<file path="config.mk">
export PLATFORM = sky130hd
export DESIGN_NAME = ebs_port_ctrl
export DESIGN_NICKNAME = d
export VERILOG_FILES = /design/src/design/ebs_port_ctrl.v
export VERILOG_INCLUDE_DIRS = /design/src /design/src/design
export SDC_FILE = /design/constraint.sdc
export NUM_CORES = 1
export LEC_CHECK = 0
export CORE_MARGIN = 4
export CORE_UTILIZATION = 50
export DETAILED_ROUTE_END_ITERATION = 12
export DONT_BUFFER_PORTS = 1
export GPL_TIMING_DRIVEN = 0
export HOLD_SLACK_MARGIN = 0.12
export MAX_ROUTING_LAYER = met4
export PLACE_DENSITY = 0.66
export SLEW_MARGIN = 20
export SYNTH_ARGS = -nofsm -noshare
export SYNTH_HDL_FRONTEND = slang
export SYNTH_SLANG_ARGS = --single-unit
</file>
<file path="constraint.sdc">
create_clock -name aclk -period 3.8 [get_ports aclk]
set_input_delay 0.19 -clock aclk [delete_from_list [all_inputs] [get_ports aclk]]
set_output_delay 0.19 -clock aclk [all_outputs]
set_load 0.03 [all_outputs]
</file>
<file path="src/design/ebs_regs.vh">
`ifndef EBS_REGS_VH
`define EBS_REGS_VH
// Register byte offsets on the AXI4-Lite slave.
`define EBS_CTRL_OFF 4'h0
`define EBS_ATTR_OFF 4'h4
`define EBS_STAT_OFF 4'h8
// Control register fields.
`define EBS_CTRL_WAIT_LSB 0
`define EBS_CTRL_WAIT_MSB 4
`define EBS_CTRL_SYNC_BIT 8
`define EBS_CTRL_STDBY_BIT 9
`define EBS_CTRL_RST 32'h0000_0001
// Attribute register: per line mode (2 bits) at 0..7, polarity at 8..11.
`define EBS_ATTR_POL_LSB 8
`define EBS_ATTR_RST 32'h0000_0000
// Line modes.
`define EBS_MODE_CS 2'h0
`define EBS_MODE_ADDR 2'h1
`define EBS_MODE_ROW 2'h2
// AXI responses.
`define EBS_RESP_OKAY 2'h0
`define EBS_RESP_SLVERR 2'h2
`endif

</file>
<file path="src/design/ebs_port_ctrl.v">
`timescale 1ns/1ps
`default_nettype none
`include "ebs_regs.vh"
module ebs_port_ctrl (
    input wire aclk,
    input wire aresetn,
    input wire [31:0] s_axi_awaddr,
    input wire s_axi_awvalid,
    output wire s_axi_awready,
    input wire [31:0] s_axi_wdata,
    input wire [3:0] s_axi_wstrb,
    input wire s_axi_wvalid,
    output wire s_axi_wready,
    output wire [1:0] s_axi_bresp,
    output wire s_axi_bvalid,
    input wire s_axi_bready,
    input wire [31:0] s_axi_araddr,
    input wire s_axi_arvalid,
    output wire s_axi_arready,
    output wire [31:0] s_axi_rdata,
    output wire [1:0] s_axi_rresp,
    output wire s_axi_rvalid,
    input wire s_axi_rready,
    input wire bus_master,
    input wire acc_req,
    input wire acc_write,
    input wire [3:0] acc_attr_sel,
    input wire [3:0] acc_attr_addr,
    output wire acc_done,
    output wire acc_busy,
    input wire transfer_ack_n,
    output wire read_strobe_n_o,
    output wire read_strobe_oe,
    output wire write_strobe_n_o,
    output wire write_strobe_oe,
    output wire [3:0] addr_attribute_select_o,
    output wire [3:0] addr_attribute_select_oe
);

    // Sequencer states; a stretched access spends its wait states in ST_WAIT.
    localparam ST_IDLE = 2'h0;
    localparam ST_WAIT = 2'h1;
    localparam ST_ACK = 2'h2;
    localparam ST_END = 2'h3;

    // Decode a byte address into a register select; unmapped returns 2'h3.
    function [1:0] reg_sel;
        input [31:0] addr;
        begin
            case (addr[3:0])
                `EBS_CTRL_OFF: reg_sel = 2'h0;
                `EBS_ATTR_OFF: reg_sel = 2'h1;
                `EBS_STAT_OFF: reg_sel = 2'h2;
                default: reg_sel = 2'h3;
            endcase
            if (addr[31:4] != 28'h0) begin
                reg_sel = 2'h3;
            end
        end
    endfunction

    // Software-visible configuration.
    reg [31:0] bus_control_reg_q;
    reg [31:0] attr_cfg_q;
    // Register bus channel state.
    reg aw_held_q;
    reg w_held_q;
    reg bvalid_q;
    reg rvalid_q;
    reg [31:0] awaddr_q;
    reg [31:0] wdata_q;
    reg [31:0] rdata_q;
    reg [3:0] wstrb_q;
    reg [1:0] bresp_q;
    reg [1:0] rresp_q;
    // External cycle state, captured at the start of each access.
    reg [1:0] state_q;
    reg [4:0] wait_cnt_q;
    reg cyc_write_q;
    reg cyc_row_q;
    reg done_q;
    reg [3:0] cyc_sel_q;
    reg [3:0] cyc_addr_q;
    // Acknowledge synchroniser and pin registers.
    reg ack_meta_q;
    reg ack_sync_q;
    reg rd_n_q;
    reg wr_n_q;
    reg [3:0] attr_q;
    reg ack_seen_q;
    // Decoded control fields and register bus selects.
    wire [4:0] min_wait = bus_control_reg_q[`EBS_CTRL_WAIT_MSB:`EBS_CTRL_WAIT_LSB];
    wire ack_async_sel = bus_control_reg_q[`EBS_CTRL_SYNC_BIT];
    wire standby = bus_control_reg_q[`EBS_CTRL_STDBY_BIT];
    wire owner = bus_master & ~standby;
    wire ack_level;
    wire [1:0] wsel = reg_sel(awaddr_q);
    wire [1:0] rsel = reg_sel(s_axi_araddr);
    wire do_write = aw_held_q & w_held_q & ~bvalid_q;
    integer b;

    // AXI4-Lite handshakes: each channel accepts once, response after both.
    assign s_axi_awready = ~aw_held_q & ~bvalid_q;
    assign s_axi_wready = ~w_held_q & ~bvalid_q;
    assign s_axi_bvalid = bvalid_q;
    assign s_axi_bresp = bresp_q;
    assign s_axi_arready = ~rvalid_q;
    assign s_axi_rvalid = rvalid_q;
    assign s_axi_rdata = rdata_q;
    assign s_axi_rresp = rresp_q;

    // Write path and register storage with byte enables.
    // The response is raised only once both address and data are held.
    always @(posedge aclk) begin
        if (!aresetn) begin
            aw_held_q <= 1'b0;
            w_held_q <= 1'b0;
            bvalid_q <= 1'b0;
            awaddr_q <= 32'h0;
            wdata_q <= 32'h0;
            wstrb_q <= 4'h0;
            bresp_q <= `EBS_RESP_OKAY;
            bus_control_reg_q <= `EBS_CTRL_RST;
            attr_cfg_q <= `EBS_ATTR_RST;
        end else begin
            if (s_axi_awvalid && s_axi_awready) begin
                aw_held_q <= 1'b1;
                awaddr_q <= s_axi_awaddr;
            end
            if (s_axi_wvalid && s_axi_wready) begin
                w_held_q <= 1'b1;
                wdata_q <= s_axi_wdata;
                wstrb_q <= s_axi_wstrb;
            end
            if (do_write) begin
                aw_held_q <= 1'b0;
                w_held_q <= 1'b0;
                bvalid_q <= 1'b1;
                bresp_q <= (wsel == 2'h0 || wsel == 2'h1) ? `EBS_RESP_OKAY : `EBS_RESP_SLVERR;
                for (b = 0; b < 4; b = b + 1) begin
                    if (wstrb_q[b] && wsel == 2'h0) begin
                        bus_control_reg_q[b*8 +: 8] <= wdata_q[b*8 +: 8];
                    end
                    if (wstrb_q[b] && wsel == 2'h1) begin
                        attr_cfg_q[b*8 +: 8] <= wdata_q[b*8 +: 8];
                    end
                end
            end else if (bvalid_q && s_axi_bready) begin
                bvalid_q <= 1'b0;
            end
        end
    end

    // Read path; status shows the cycle state, wait count and strobes.
    // Unmapped addresses answer with an error and all-zero data.
    always @(posedge aclk) begin
        if (!aresetn) begin
            rvalid_q <= 1'b0;
            rdata_q <= 32'h0;
            rresp_q <= `EBS_RESP_OKAY;
        end else if (s_axi_arvalid && s_axi_arready) begin
            rvalid_q <= 1'b1;
            rresp_q <= (rsel == 2'h3) ? `EBS_RESP_SLVERR : `EBS_RESP_OKAY;
            case (rsel)
                2'h0: rdata_q <= bus_control_reg_q & 32'h0000_031f;
                2'h1: rdata_q <= attr_cfg_q & 32'h0000_0fff;
                2'h2: rdata_q <= {16'h0, ack_seen_q, owner, rd_n_q, wr_n_q, attr_q, 1'b0, wait_cnt_q, state_q};
                default: rdata_q <= 32'h0;
            endcase
        end else if (rvalid_q && s_axi_rready) begin
            rvalid_q <= 1'b0;
        end
    end

    // Acknowledge: two-stage synchroniser in asynchronous mode, direct in synchronous mode.
    // Only the second stage reads the first, which keeps metastability out of the sequencer.
    always @(posedge aclk) begin
        if (!aresetn) begin
            ack_meta_q <= 1'b0;
            ack_sync_q <= 1'b0;
        end else begin
            ack_meta_q <= ~transfer_ack_n;
            ack_sync_q <= ack_meta_q;
        end
    end
    assign ack_level = ack_async_sel ? ack_sync_q : ~transfer_ack_n;

    // External cycle sequencer.
    always @(posedge aclk) begin
        if (!aresetn) begin
            state_q <= ST_IDLE;
            wait_cnt_q <= 5'h0;
            cyc_write_q <= 1'b0;
            cyc_row_q <= 1'b0;
            cyc_sel_q <= 4'h0;
            cyc_addr_q <= 4'h0;
            done_q <= 1'b0;
            ack_seen_q <= 1'b0;
        end else begin
            done_q <= 1'b0;
            case (state_q)
                ST_IDLE: begin
                    if (acc_req && owner) begin
                        state_q <= ST_WAIT;
                        wait_cnt_q <= 5'h0;
                        cyc_write_q <= acc_write;
                        cyc_sel_q <= acc_attr_sel;
                        cyc_addr_q <= acc_attr_addr;
                        // Row mode is latched so a later mode change cannot alter this cycle's timing.
                        cyc_row_q <= |(acc_attr_sel & {attr_cfg_q[7], attr_cfg_q[5], attr_cfg_q[3], attr_cfg_q[1]});
                        ack_seen_q <= 1'b0;
                    end
                end
                ST_WAIT: begin
                    if (!owner) begin
                        state_q <= ST_IDLE;
                    end else if (wait_cnt_q < min_wait) begin
                        // Programmed minimum first; acknowledge cannot shorten it.
                        wait_cnt_q <= wait_cnt_q + 5'h1;
                    end else if (min_wait == 5'h0 || cyc_row_q) begin
                        // Zero-wait and row accesses run on programmed timing alone.
                        state_q <= ST_END;
                    end else if (ack_level) begin
                        state_q <= ST_ACK;
                        ack_seen_q <= 1'b1;
                    end else if (wait_cnt_q != 5'h1f) begin
                        // The count saturates, but the cycle stays stretched while acknowledge is off.
                        wait_cnt_q <= wait_cnt_q + 5'h1;
                    end
                end
                ST_ACK: begin
                    if (!owner) begin
                        state_q <= ST_IDLE;
                    end else begin
                        state_q <= ST_END;
                    end
                end
                ST_END: begin
                    state_q <= ST_IDLE;
                    done_q <= 1'b1;
                end
                default: state_q <= ST_IDLE;
            endcase
        end
    end
    // Acknowledge is looked at only in ST_WAIT once the minimum has run out, so the
    // longer of the programmed and the acknowledge-imposed waits wins, except in zero-wait and row accesses.

    // Pin drivers: strobes and attribute lines registered, active only during the cycle.
    // Registering the pins keeps them free of decode glitches.
    wire cyc_on = (state_q == ST_WAIT) || (state_q == ST_ACK);
    genvar g;
    generate
        for (g = 0; g < 4; g = g + 1) begin : g_attr
            wire [1:0] mode = attr_cfg_q[2*g +: 2];
            wire pol = attr_cfg_q[`EBS_ATTR_POL_LSB + g];
            wire act = (mode == `EBS_MODE_ADDR) ? cyc_addr_q[g] : cyc_sel_q[g];
            always @(posedge aclk) begin
                if (!aresetn) begin
                    // Reset polarity is active low, so the idle level is high.
                    attr_q[g] <= 1'b1;
                end else begin
                    attr_q[g] <= (cyc_on && owner && act) ? pol : ~pol;
                end
            end
            assign addr_attribute_select_oe[g] = owner;
        end
    endgenerate

    // Read and write strobes, high outside a cycle and from the first edge at which the bus is not owned.
    always @(posedge aclk) begin
        if (!aresetn) begin
            rd_n_q <= 1'b1;
            wr_n_q <= 1'b1;
        end else begin
            rd_n_q <= ~(cyc_on && owner && !cyc_write_q);
            wr_n_q <= ~(cyc_on && owner && cyc_write_q);
        end
    end

    // Output enables follow ownership directly, so release is immediate.
    assign addr_attribute_select_o = attr_q;
    assign read_strobe_n_o = rd_n_q;
    assign write_strobe_n_o = wr_n_q;
    assign read_strobe_oe = owner;
    assign write_strobe_oe = owner;
    assign acc_done = done_q;
    assign acc_busy = (state_q != ST_IDLE);

endmodule // ebs_port_ctrl
`default_nettype wire

</file>
==> results.cfg, run 1 <==
[timing]
setup_ws_ns = 0.942
finalSetupTns_ns = 0
finalHoldViolations = 0
rsz0062_at_grt = no
finalSetupViolCount = 0
fmax_mhz = 350
slew_violations = 0
worst_pin_slew_ns = 0.730
worst_slew_margin_rel_pct = 50.9
min_period_ns = 2.86
timing.clock.skew_ns = 0.0109
period_share_pct = 75.2

[worst_setup_path]
endpoint_kind = register
cp.arrival_ns = 3.31
path_class = register to register
cp_max_fo = 7
startpoint_type = register
cp_data_required_time_ns = 4.26
rr_worst_depth = 6

[yosys]
ys_ff_latch = 114
yosysMostFrequentCell = nand2_1
synthFlopType = dfxtp_1
syn_area_per_cell_um2 = 8.63
synthTopCellsByArea = dfxtp_1, nand2_1, mux2i_1
synth_commonest_cells = nand2_1, dfxtp_1, a21oi_1
synth_cells = 592
yosysWarnings = 0
synth_top_area_share_pct = 44.7
synth_edf_count = 0
synth_cell_types = 53
synth.largest_area_cell = dfxtp_1
postSynth.asyncResetShare_pct = 0
synthesis.area_um2 = 5110
seq_area_frac_synth_pct = 44.7

[min_path]
hold_path.class = input port to register
hold_depth = 3

[pwr]
p_clk_share_pct = 46.7
leakage_uw = 0.00263
switchingPower_uw = 963
peakVddDrop_uv = 465
switching_share_pct = 28.7
seqPwrFrac_pct = 39.2
combPwrFrac_pct = 14.2
p_per_area_nw_per_um2 = 504
intPower_uw = 2390

[cts]
clockBufferDepth = 2
root_buffer = clkbuf_8
clkTransAtPathRegs_ns = 0.06
cts_buffers = 17
h-tree-depth = 4
cts_tree = built
insertion_delay_ns = 0.52
clock-sinks = 114

[detailed_routing]
drt_wl_total_um = 14300
via_count = 4540
drcViolationCount = 0
postRouteAntennaNets = 0
viasPerCell = 5.36
drt-initial-drc-count = 238
routedWlPerCell_um = 16.9
detail_route.first_pass.iterations = 4

[placement]
dp_hpwl_um = 10200
place_ws_ns = 1.50
place_congestion = 0.868
io_buffers = 0

[floorplanning]
die_width_um = 109
rows = 36
die_area_um2 = 11900
start_util_pct = 51.8
design.portCount = 174
die_h_um = 109
placeableCoreArea_um2 = 9860

[finish]
fillerInstances = 810
seq_area_um2 = 2280
drive_gt1_share_pct = 12.7
multi_input_area_um2 = 2540
area_growth_pct = 30.3
num_antenna_cells = 0
num-nets-final = 830

[global_route]
grt_max_degree = 17
grt_pass1_wl_um = 22800
grt_pass1_vias = 4634
antenna_found_initial = 0
overflow = 0
grtUsageTotal_pct = 25.5

[outcome]
status = completed

[job]
maxCapViolations = 0
==> routing by layer <==
metal | track usage (%) | routed length [µm] | vias to the layer above
met1 | 27.6 | 5620 | 2125
li1 | - | - | 2211
met5 | - | 0 | -
met3 | 7.10 | 1140 | 21
met2 | 45.2 | 7330 | 183
met4 | 7.84 | 246 | 0
==> worst max-delay path: stages, from the launching register on <==
cell and delay, ns:
dfxtp_1 0.46, nor2_1 0.61, and2_0 0.35, nand2_1 0.08, dlygate4sd3_1 0.56, a21oi_1 0.15, dlygate4sd3_1 0.58
==> placed cells by master, fill, tap and decap left out, types with 3 or more instances in the layout <==
cell type / Yosys / final
a21oi_1: 65 / 65
a22o_1: 5 / 5
a22oi_1: 3 / 3
a22oi_2: 10 / 10
a32oi_1: 5 / 5
and2_1: 3 / 3
buf_2: 3 / 3
buf_4: 23 / 23
clkbuf_1: 27 / 27
clkbuf_16: 0 / 16
clkinv_4: 0 / 4
conb_1: 1 / 18
dfxtp_1: 114 / 114
dlygate4sd3_1: 0 / 73
ha_1: 10 / 10
inv_1: 12 / 12
inv_6: 0 / 6
mux2i_1: 35 / 35
nand2_1: 140 / 140
nand2b_1: 13 / 13
nand3_1: 3 / 3
nand4_1: 3 / 3
nor2_1: 37 / 37
nor2_2: 10 / 10
nor3_1: 4 / 4
nor4_1: 10 / 10
nor4_4: 6 / 6
o21a_1: 3 / 3
o21ai_0: 5 / 5
o21ai_1: 6 / 6
xor2_1: 4 / 4
==> registers in the layout (all words and copies together) (netlist names), 2 cells and up <==
name / flops
addr_attribute_select_o: 4
attr_cfg_q: 12
awaddr_q: 32
bus_control_reg_q: 7
cyc_addr_q: 4
cyc_sel_q: 4
s_axi_rdata: 16
state_q: 2
wait_cnt_q: 5
wdata_q: 12
wstrb_q: 2
==> timing repair <==
item | 4_1_cts | 5_1_grt
hold buffers | 73 | 0
gates resized for setup | 0 | 0
endpoints found under the hold margin | 61 | 0
buffers inserted | 0 | 0
==> area by class of cell <==
class	count	area share [%]
plain buffers	54	4.51
clock buffers	17	6.22
clock inverters	15	2.58
inverters	14	0.790
multi-input cells	427	38.1
flip-flops and latches	114	34.3
well taps	133	2.50
repair buffers	73	11.0
==> through the flow <==
stage	util (%)	total power (µW)	area, µm²	cells	hold WS (ns)
6_report	67.5	3360	6650	847	0.137
3_5_place_dp	54.1	1740	5340	742	0.265
2_1_floorplan	-	1650	5170	609	0.262
5_1_grt	67.5	3490	6650	847	0.130
3_3_place_gp	54.1	1730	5340	742	0.266
4_1_cts	67.5	3350	6650	847	0.133
==> cell families after synthesis <==
kind of cell | share of synthesized area [%]
buffers and inverters | 6.91
other | 0.0734
and+or+nand+nor | 23.5
DFF | 44.7
xor gates and xnor gates | 0.686
adders and majority gates | 2.45
AOI/OAI and AO/OA | 14.8
muxes | 6.86
==> worst paths after layout <==
path                                 startpoint               end  slack, ns
worst min register to register      cyc_write_q  write_strobe_n_o       0.45
worst min-delay path            s_axi_araddr[3]    s_axi_rresp[1]       0.14
worst max register to register     s_axi_bvalid        wdata_q[2]       0.94
worst max-delay path               s_axi_bvalid        wdata_q[2]       0.94
==> power groups by stage <==
| stage | combinational (µW) | clock, µW | sequential (µW) |
|---|---|---|---|
| floorplan | 328 | 0 | 1320 |
| global placement | 393 | 0 | 1340 |
| detailed placement | 405 | 0 | 1340 |
| CTS | 469 | 1570 | 1310 |
| global route | 524 | 1640 | 1320 |
| finish | 475 | 1570 | 1310 |
Note: power is estimated with default switching activity, not from simulation.
==> run 2: changes to the inputs <==
- clock period: 3.8 -> 2.81 ns (I/O delays scaled with it)
==> run 2 against run 1 <==
  * First-iteration DRC count grew 4.6%
  * Flip-flop and latch count is the same
  * Total power grew 35%
  * Fmax grew 6.9%
  * Critical path type unchanged
  * Critical endpoint unchanged
==> results.cfg, run 2 (synthesized netlist as in run 1, its figures left out) <==
[placement]
placed_area_um2 = 5340
dp_hpwl_um = 10200
place_congestion = 0.868
io_buffers = 0

[pwr]
p_total_uw = 4540
intPower_uw = 3240
switchingPower_uw = 1300
peakVddDrop_uv = 661
p_per_area_nw_per_um2 = 677
switching_share_pct = 28.6
p_clk_share_pct = 46.5
leakage_uw = 0.00265
seqPwrFrac_pct = 39.2
combPwrFrac_pct = 14.3

[detailed_routing]
routedWlPerCell_um = 16.9
drcViolationCount = 0
viasPerCell = 5.36
postRouteAntennaNets = 0
drt-initial-drc-count = 249
drt_wl_total_um = 14400
via_count = 4565
detail_route.first_pass.iterations = 4

[worst_setup_path]
rrSetupSlack_ns = 0.14
endpoint_kind = register
cp.arrival_ns = 3.13
rr_worst_depth = 6
startpoint_type = register
r2r_end = wdata_q[2]
cp_max_fo = 7
cp_data_required_time_ns = 3.27
path_class = register to register
reg2reg_from = s_axi_bvalid

[cts]
clockBufferDepth = 2
insertion_delay_ns = 0.52
cts_buffers = 17
post-cts-setup-buffer-count = 0
root_buffer = clkbuf_8
h-tree-depth = 4
clkTransAtPathRegs_ns = 0.06
clock-sinks = 114
cts_tree = built

[floorplanning]
die_h_um = 109
die_area_um2 = 11900
design.portCount = 174
start_util_pct = 51.8
rows = 36
placeableCoreArea_um2 = 9860
die_width_um = 109

[outcome]
status = completed

[timing]
timing.clock.skew_ns = 0.00864
worst_slew_margin_rel_pct = 52.1
slew_violations = 0
min_period_ns = 2.67
rsz0062_at_grt = no
hold_slack_ns = 0.130
worst_pin_slew_ns = 0.714
finalSetupViolCount = 0
fmax_mhz = 374
finalHoldViolations = 0
finalSetupTns_ns = 0
period_share_pct = 95.1

[finish]
area_growth_pct = 31.4
final_common_cell = nand2_1
multi_input_area_um2 = 2540
fin_util_pct = 68.0
num-nets-final = 835
largest_register = awaddr_q
num_antenna_cells = 0
finalInstanceArea_um2 = 6710
largest_register_ffs = 32
drive_gt1_share_pct = 12.9
seq_area_um2 = 2280
layout_common_cells = nand2_1, dfxtp_1, dlygate4sd3_1
fillerInstances = 797

[global_route]
overflow = 0
grt_max_degree = 17
antenna_found_initial = 0
grt_pass1_wl_um = 23000
grt_pass1_vias = 4695
grtUsageTotal_pct = 25.8

[min_path]
hold_depth = 4
min_to = wait_cnt_q[2]
hold_path.class = input port to register
hold_path_startpoint = acc_req

[job]
maxCapViolations = 0
run 2: how the worst max path moves through the flow:
stage / start / to / slack (ns) / cells after the start
3_3_place_gp: bus_control_reg_q[9] / wait_cnt_q[0] / 0.57 / 6
4_1_cts: s_axi_bvalid / wdata_q[0] / 0.04 / 6
5_1_grt: s_axi_bvalid / wdata_q[0] / 0.003 / 6
3_5_place_dp: bus_control_reg_q[9] / wait_cnt_q[1] / 0.51 / 6
6_report: s_axi_bvalid / wdata_q[2] / 0.14 / 6
2_1_floorplan: s_axi_bvalid / bus_control_reg_q[0] / 0.87 / 6
run 2: area by class of cell:
type / instances / share of cell area (%)
plain buffers: 54 / 4.48
clock buffers: 17 / 6.17
clock inverters: 15 / 2.56
inverters: 14 / 0.783
multi-input cells: 427 / 37.9
flip-flops and latches: 114 / 34.0
well taps: 133 / 2.48
repair buffers: 78 / 11.6
run 2: stage by stage:
step / cells / setup slack (ns)
after floorplan: 609 / 0.865
after global placement: 742 / 0.568
after detailed placement: 742 / 0.506
after CTS: 852 / 0.0437
after global routing: 852 / 0.00308
final: 852 / 0.137
run 2: power groups by stage:
stage | clock network [µW] | registers, µW | logic, µW
2_1_floorplan | 0 | 1790 | 444
3_3_place_gp | 0 | 1810 | 532
3_5_place_dp | 0 | 1810 | 548
4_1_cts | 2120 | 1780 | 640
5_1_grt | 2220 | 1790 | 715
6_report | 2110 | 1780 | 649
run 2: repair_timing:
action,4_1_cts,5_1_grt
endpoints found under the setup margin,0,6
hold buffers,78,0
hold endpoints to repair,69,0
gates resized for setup,0,2
run 2: critical path, cell delays in order (launching register included):
cell	delay [ns]
dfxtp_1	0.47
nor2_2	0.44
and2_0	0.32
nand2_1	0.08
dlygate4sd3_1	0.56
a21oi_1	0.15
dlygate4sd3_1	0.58
run 2: routing by layer:
layer  global-route usage (%)  share of wire (%)  vias up
li1                         -                  -     2220
met1                     28.1                 39     2127
met2                     45.5                 51      187
met3                     6.75                7.8       31
met4                     8.57                2.1        0
met5                        -                  0        -
==> run 3: changes to the inputs <==
- CORE_MARGIN: 4 -> unset
- clock period: 2.81 -> 3.4 ns (I/O delays scaled with it)
==> run 3 against run 2 <==
  * Worst hold slack improved by 0.016 ns
  * Final cell count is the same
  * Die area fell by 11%
  * First-iteration DRC count fell by 57%
  * Worst setup slack improved by 0.31 ns
  * Sequential share of layout area fell by 0.28 points
  * Total power shrank 14%
  * Clock skew hardly changed
  * Core utilization grew 0.89 points
==> results.cfg, run 3 (synthesized netlist as in run 1, its figures left out) <==
[global_route]
grt_pass1_wl_um = 21300
overflow = 0
antenna_found_initial = 0
grt_max_degree = 17
grt_pass1_vias = 4326
grtUsageTotal_pct = 27.8

[floorplanning]
start_util_pct = 52.0
design.portCount = 174
placeableCoreArea_um2 = 9820
die_width_um = 103
die_area_um2 = 10600
die_h_um = 103
rows = 36

[timing]
worst_slew_margin_rel_pct = 49.2
worst_pin_slew_ns = 0.756
slew_violations = 0
fmax_mhz = 338
finalSetupTns_ns = 0
period_share_pct = 87.0
min_period_ns = 2.96
finalSetupViolCount = 0
timing.clock.skew_ns = 0.00859
finalHoldViolations = 0
hold_slack_ns = 0.146
rsz0062_at_grt = no

[finish]
num_antenna_cells = 0
num-nets-final = 835
fillerInstances = 822
largest_register = awaddr_q
seq_area_um2 = 2280
largest_register_ffs = 32
multi_input_area_um2 = 2540
drive_gt1_share_pct = 12.7
area_growth_pct = 32.5
final_common_cell = nand2_1
layout_common_cells = nand2_1, dfxtp_1, dlygate4sd3_1

[outcome]
status = completed

[placement]
io_buffers = 0
place_congestion = 0.795
dp_hpwl_um = 9450

[cts]
insertion_delay_ns = 0.51
cts_tree = built
cts_resized = 0
cts_buffers = 17
clock-sinks = 114
clkTransAtPathRegs_ns = 0.06
clockBufferDepth = 2
h-tree-depth = 4
post-cts-setup-buffer-count = 0
root_buffer = clkbuf_8

[pwr]
peakVddDrop_uv = 475
p_per_area_nw_per_um2 = 580
leakage_uw = 0.00267

[job]
maxCapViolations = 0

[min_path]
hold_depth = 5
min_to = s_axi_rdata[0]
hold_path_startpoint = s_axi_araddr[20]
hold_path.class = input port to register

[worst_setup_path]
rr_worst_depth = 7
r2r_end = awaddr_q[1]
endpoint_kind = register
startpoint_type = register
reg2reg_from = s_axi_bvalid
cp_max_fo = 7
cp.arrival_ns = 3.41
path_class = register to register
rrSetupSlack_ns = 0.44
cp_data_required_time_ns = 3.86

[detailed_routing]
via_count = 4542
viasPerCell = 5.33
dr_wl_met2_um = 6780
drcViolationCount = 0
postRouteAntennaNets = 0
wl_met1_um = 5470
drt-initial-drc-count = 108
drt_wl_total_um = 13700
routedWlPerCell_um = 16.1
detail_route.first_pass.iterations = 4
routed.top_layer = met4
met3_wirelength_um = 1000
## run 3: routing by layer
layer  vias up  GRT usage (%)
met5         -              -
met4         0           13.9
met3        35           8.68
met2       167           47.5
met1      2115           28.9
li1       2225              -
## run 3: per-stage QoR
stage	setup WS (ns)	util (%)	std cells	instance area (µm²)	power [µW]
after global routing	0.349	68.9	852	6770	4050
after floorplan	1.46	-	609	5170	1850
after CTS	0.550	68.9	852	6770	3930
after detailed placement	1.10	54.4	742	5340	1940
after global placement	1.17	54.4	742	5340	1930
final	0.443	68.9	852	6770	3920
## run 3: report_power, final
| group | leakage (µW) | switching [µW] | internal, µW |
|---|---|---|---|
| registers | 0.000929 | 64.9 | 1400 |
| clock network | 0.000306 | 647 | 1270 |
| logic | 0.00143 | 321 | 213 |
| total | 0.00267 | 1030 | 2890 |
## run 3: worst max path at each step
| stage | to | start | depth (start not counted) |
|---|---|---|---|
| after floorplan | bus_control_reg_q[0] | s_axi_bvalid | 6 |
| after global placement | attr_cfg_q[0] | s_axi_bvalid | 5 |
| after detailed placement | wait_cnt_q[0] | bus_control_reg_q[9] | 6 |
| after CTS | awaddr_q[1] | s_axi_bvalid | 7 |
| after global routing | awaddr_q[0] | s_axi_bvalid | 7 |
| final | awaddr_q[1] | s_axi_bvalid | 7 |
## run 3: cell type report
| class | count | share of cell area [%] |
|---|---|---|
| timing repair buffer | 78 | 11.5 |
| clock inverter | 15 | 3.44 |
| sequential | 114 | 33.7 |
| multi-input combinational | 427 | 37.5 |
| inverter | 14 | 0.777 |
| tap | 133 | 2.46 |
| clock buffer | 17 | 6.12 |
| buffer | 54 | 4.44 |
## run 3: timing repair
action	in CTS	in global routing
setup endpoints to repair	0	0
hold buffers	78	0
endpoints found under the hold margin	68	0
## run 3: worst max-delay path, stage by stage (launching register included)
cell and delay [ns]:
dfxtp_1 0.46, nor2_1 0.62, and2_1 0.22, clkbuf_1 0.24
nand2_1 0.10, dlygate4sd3_1 0.57, a21oi_1 0.13, dlygate4sd3_1 0.56
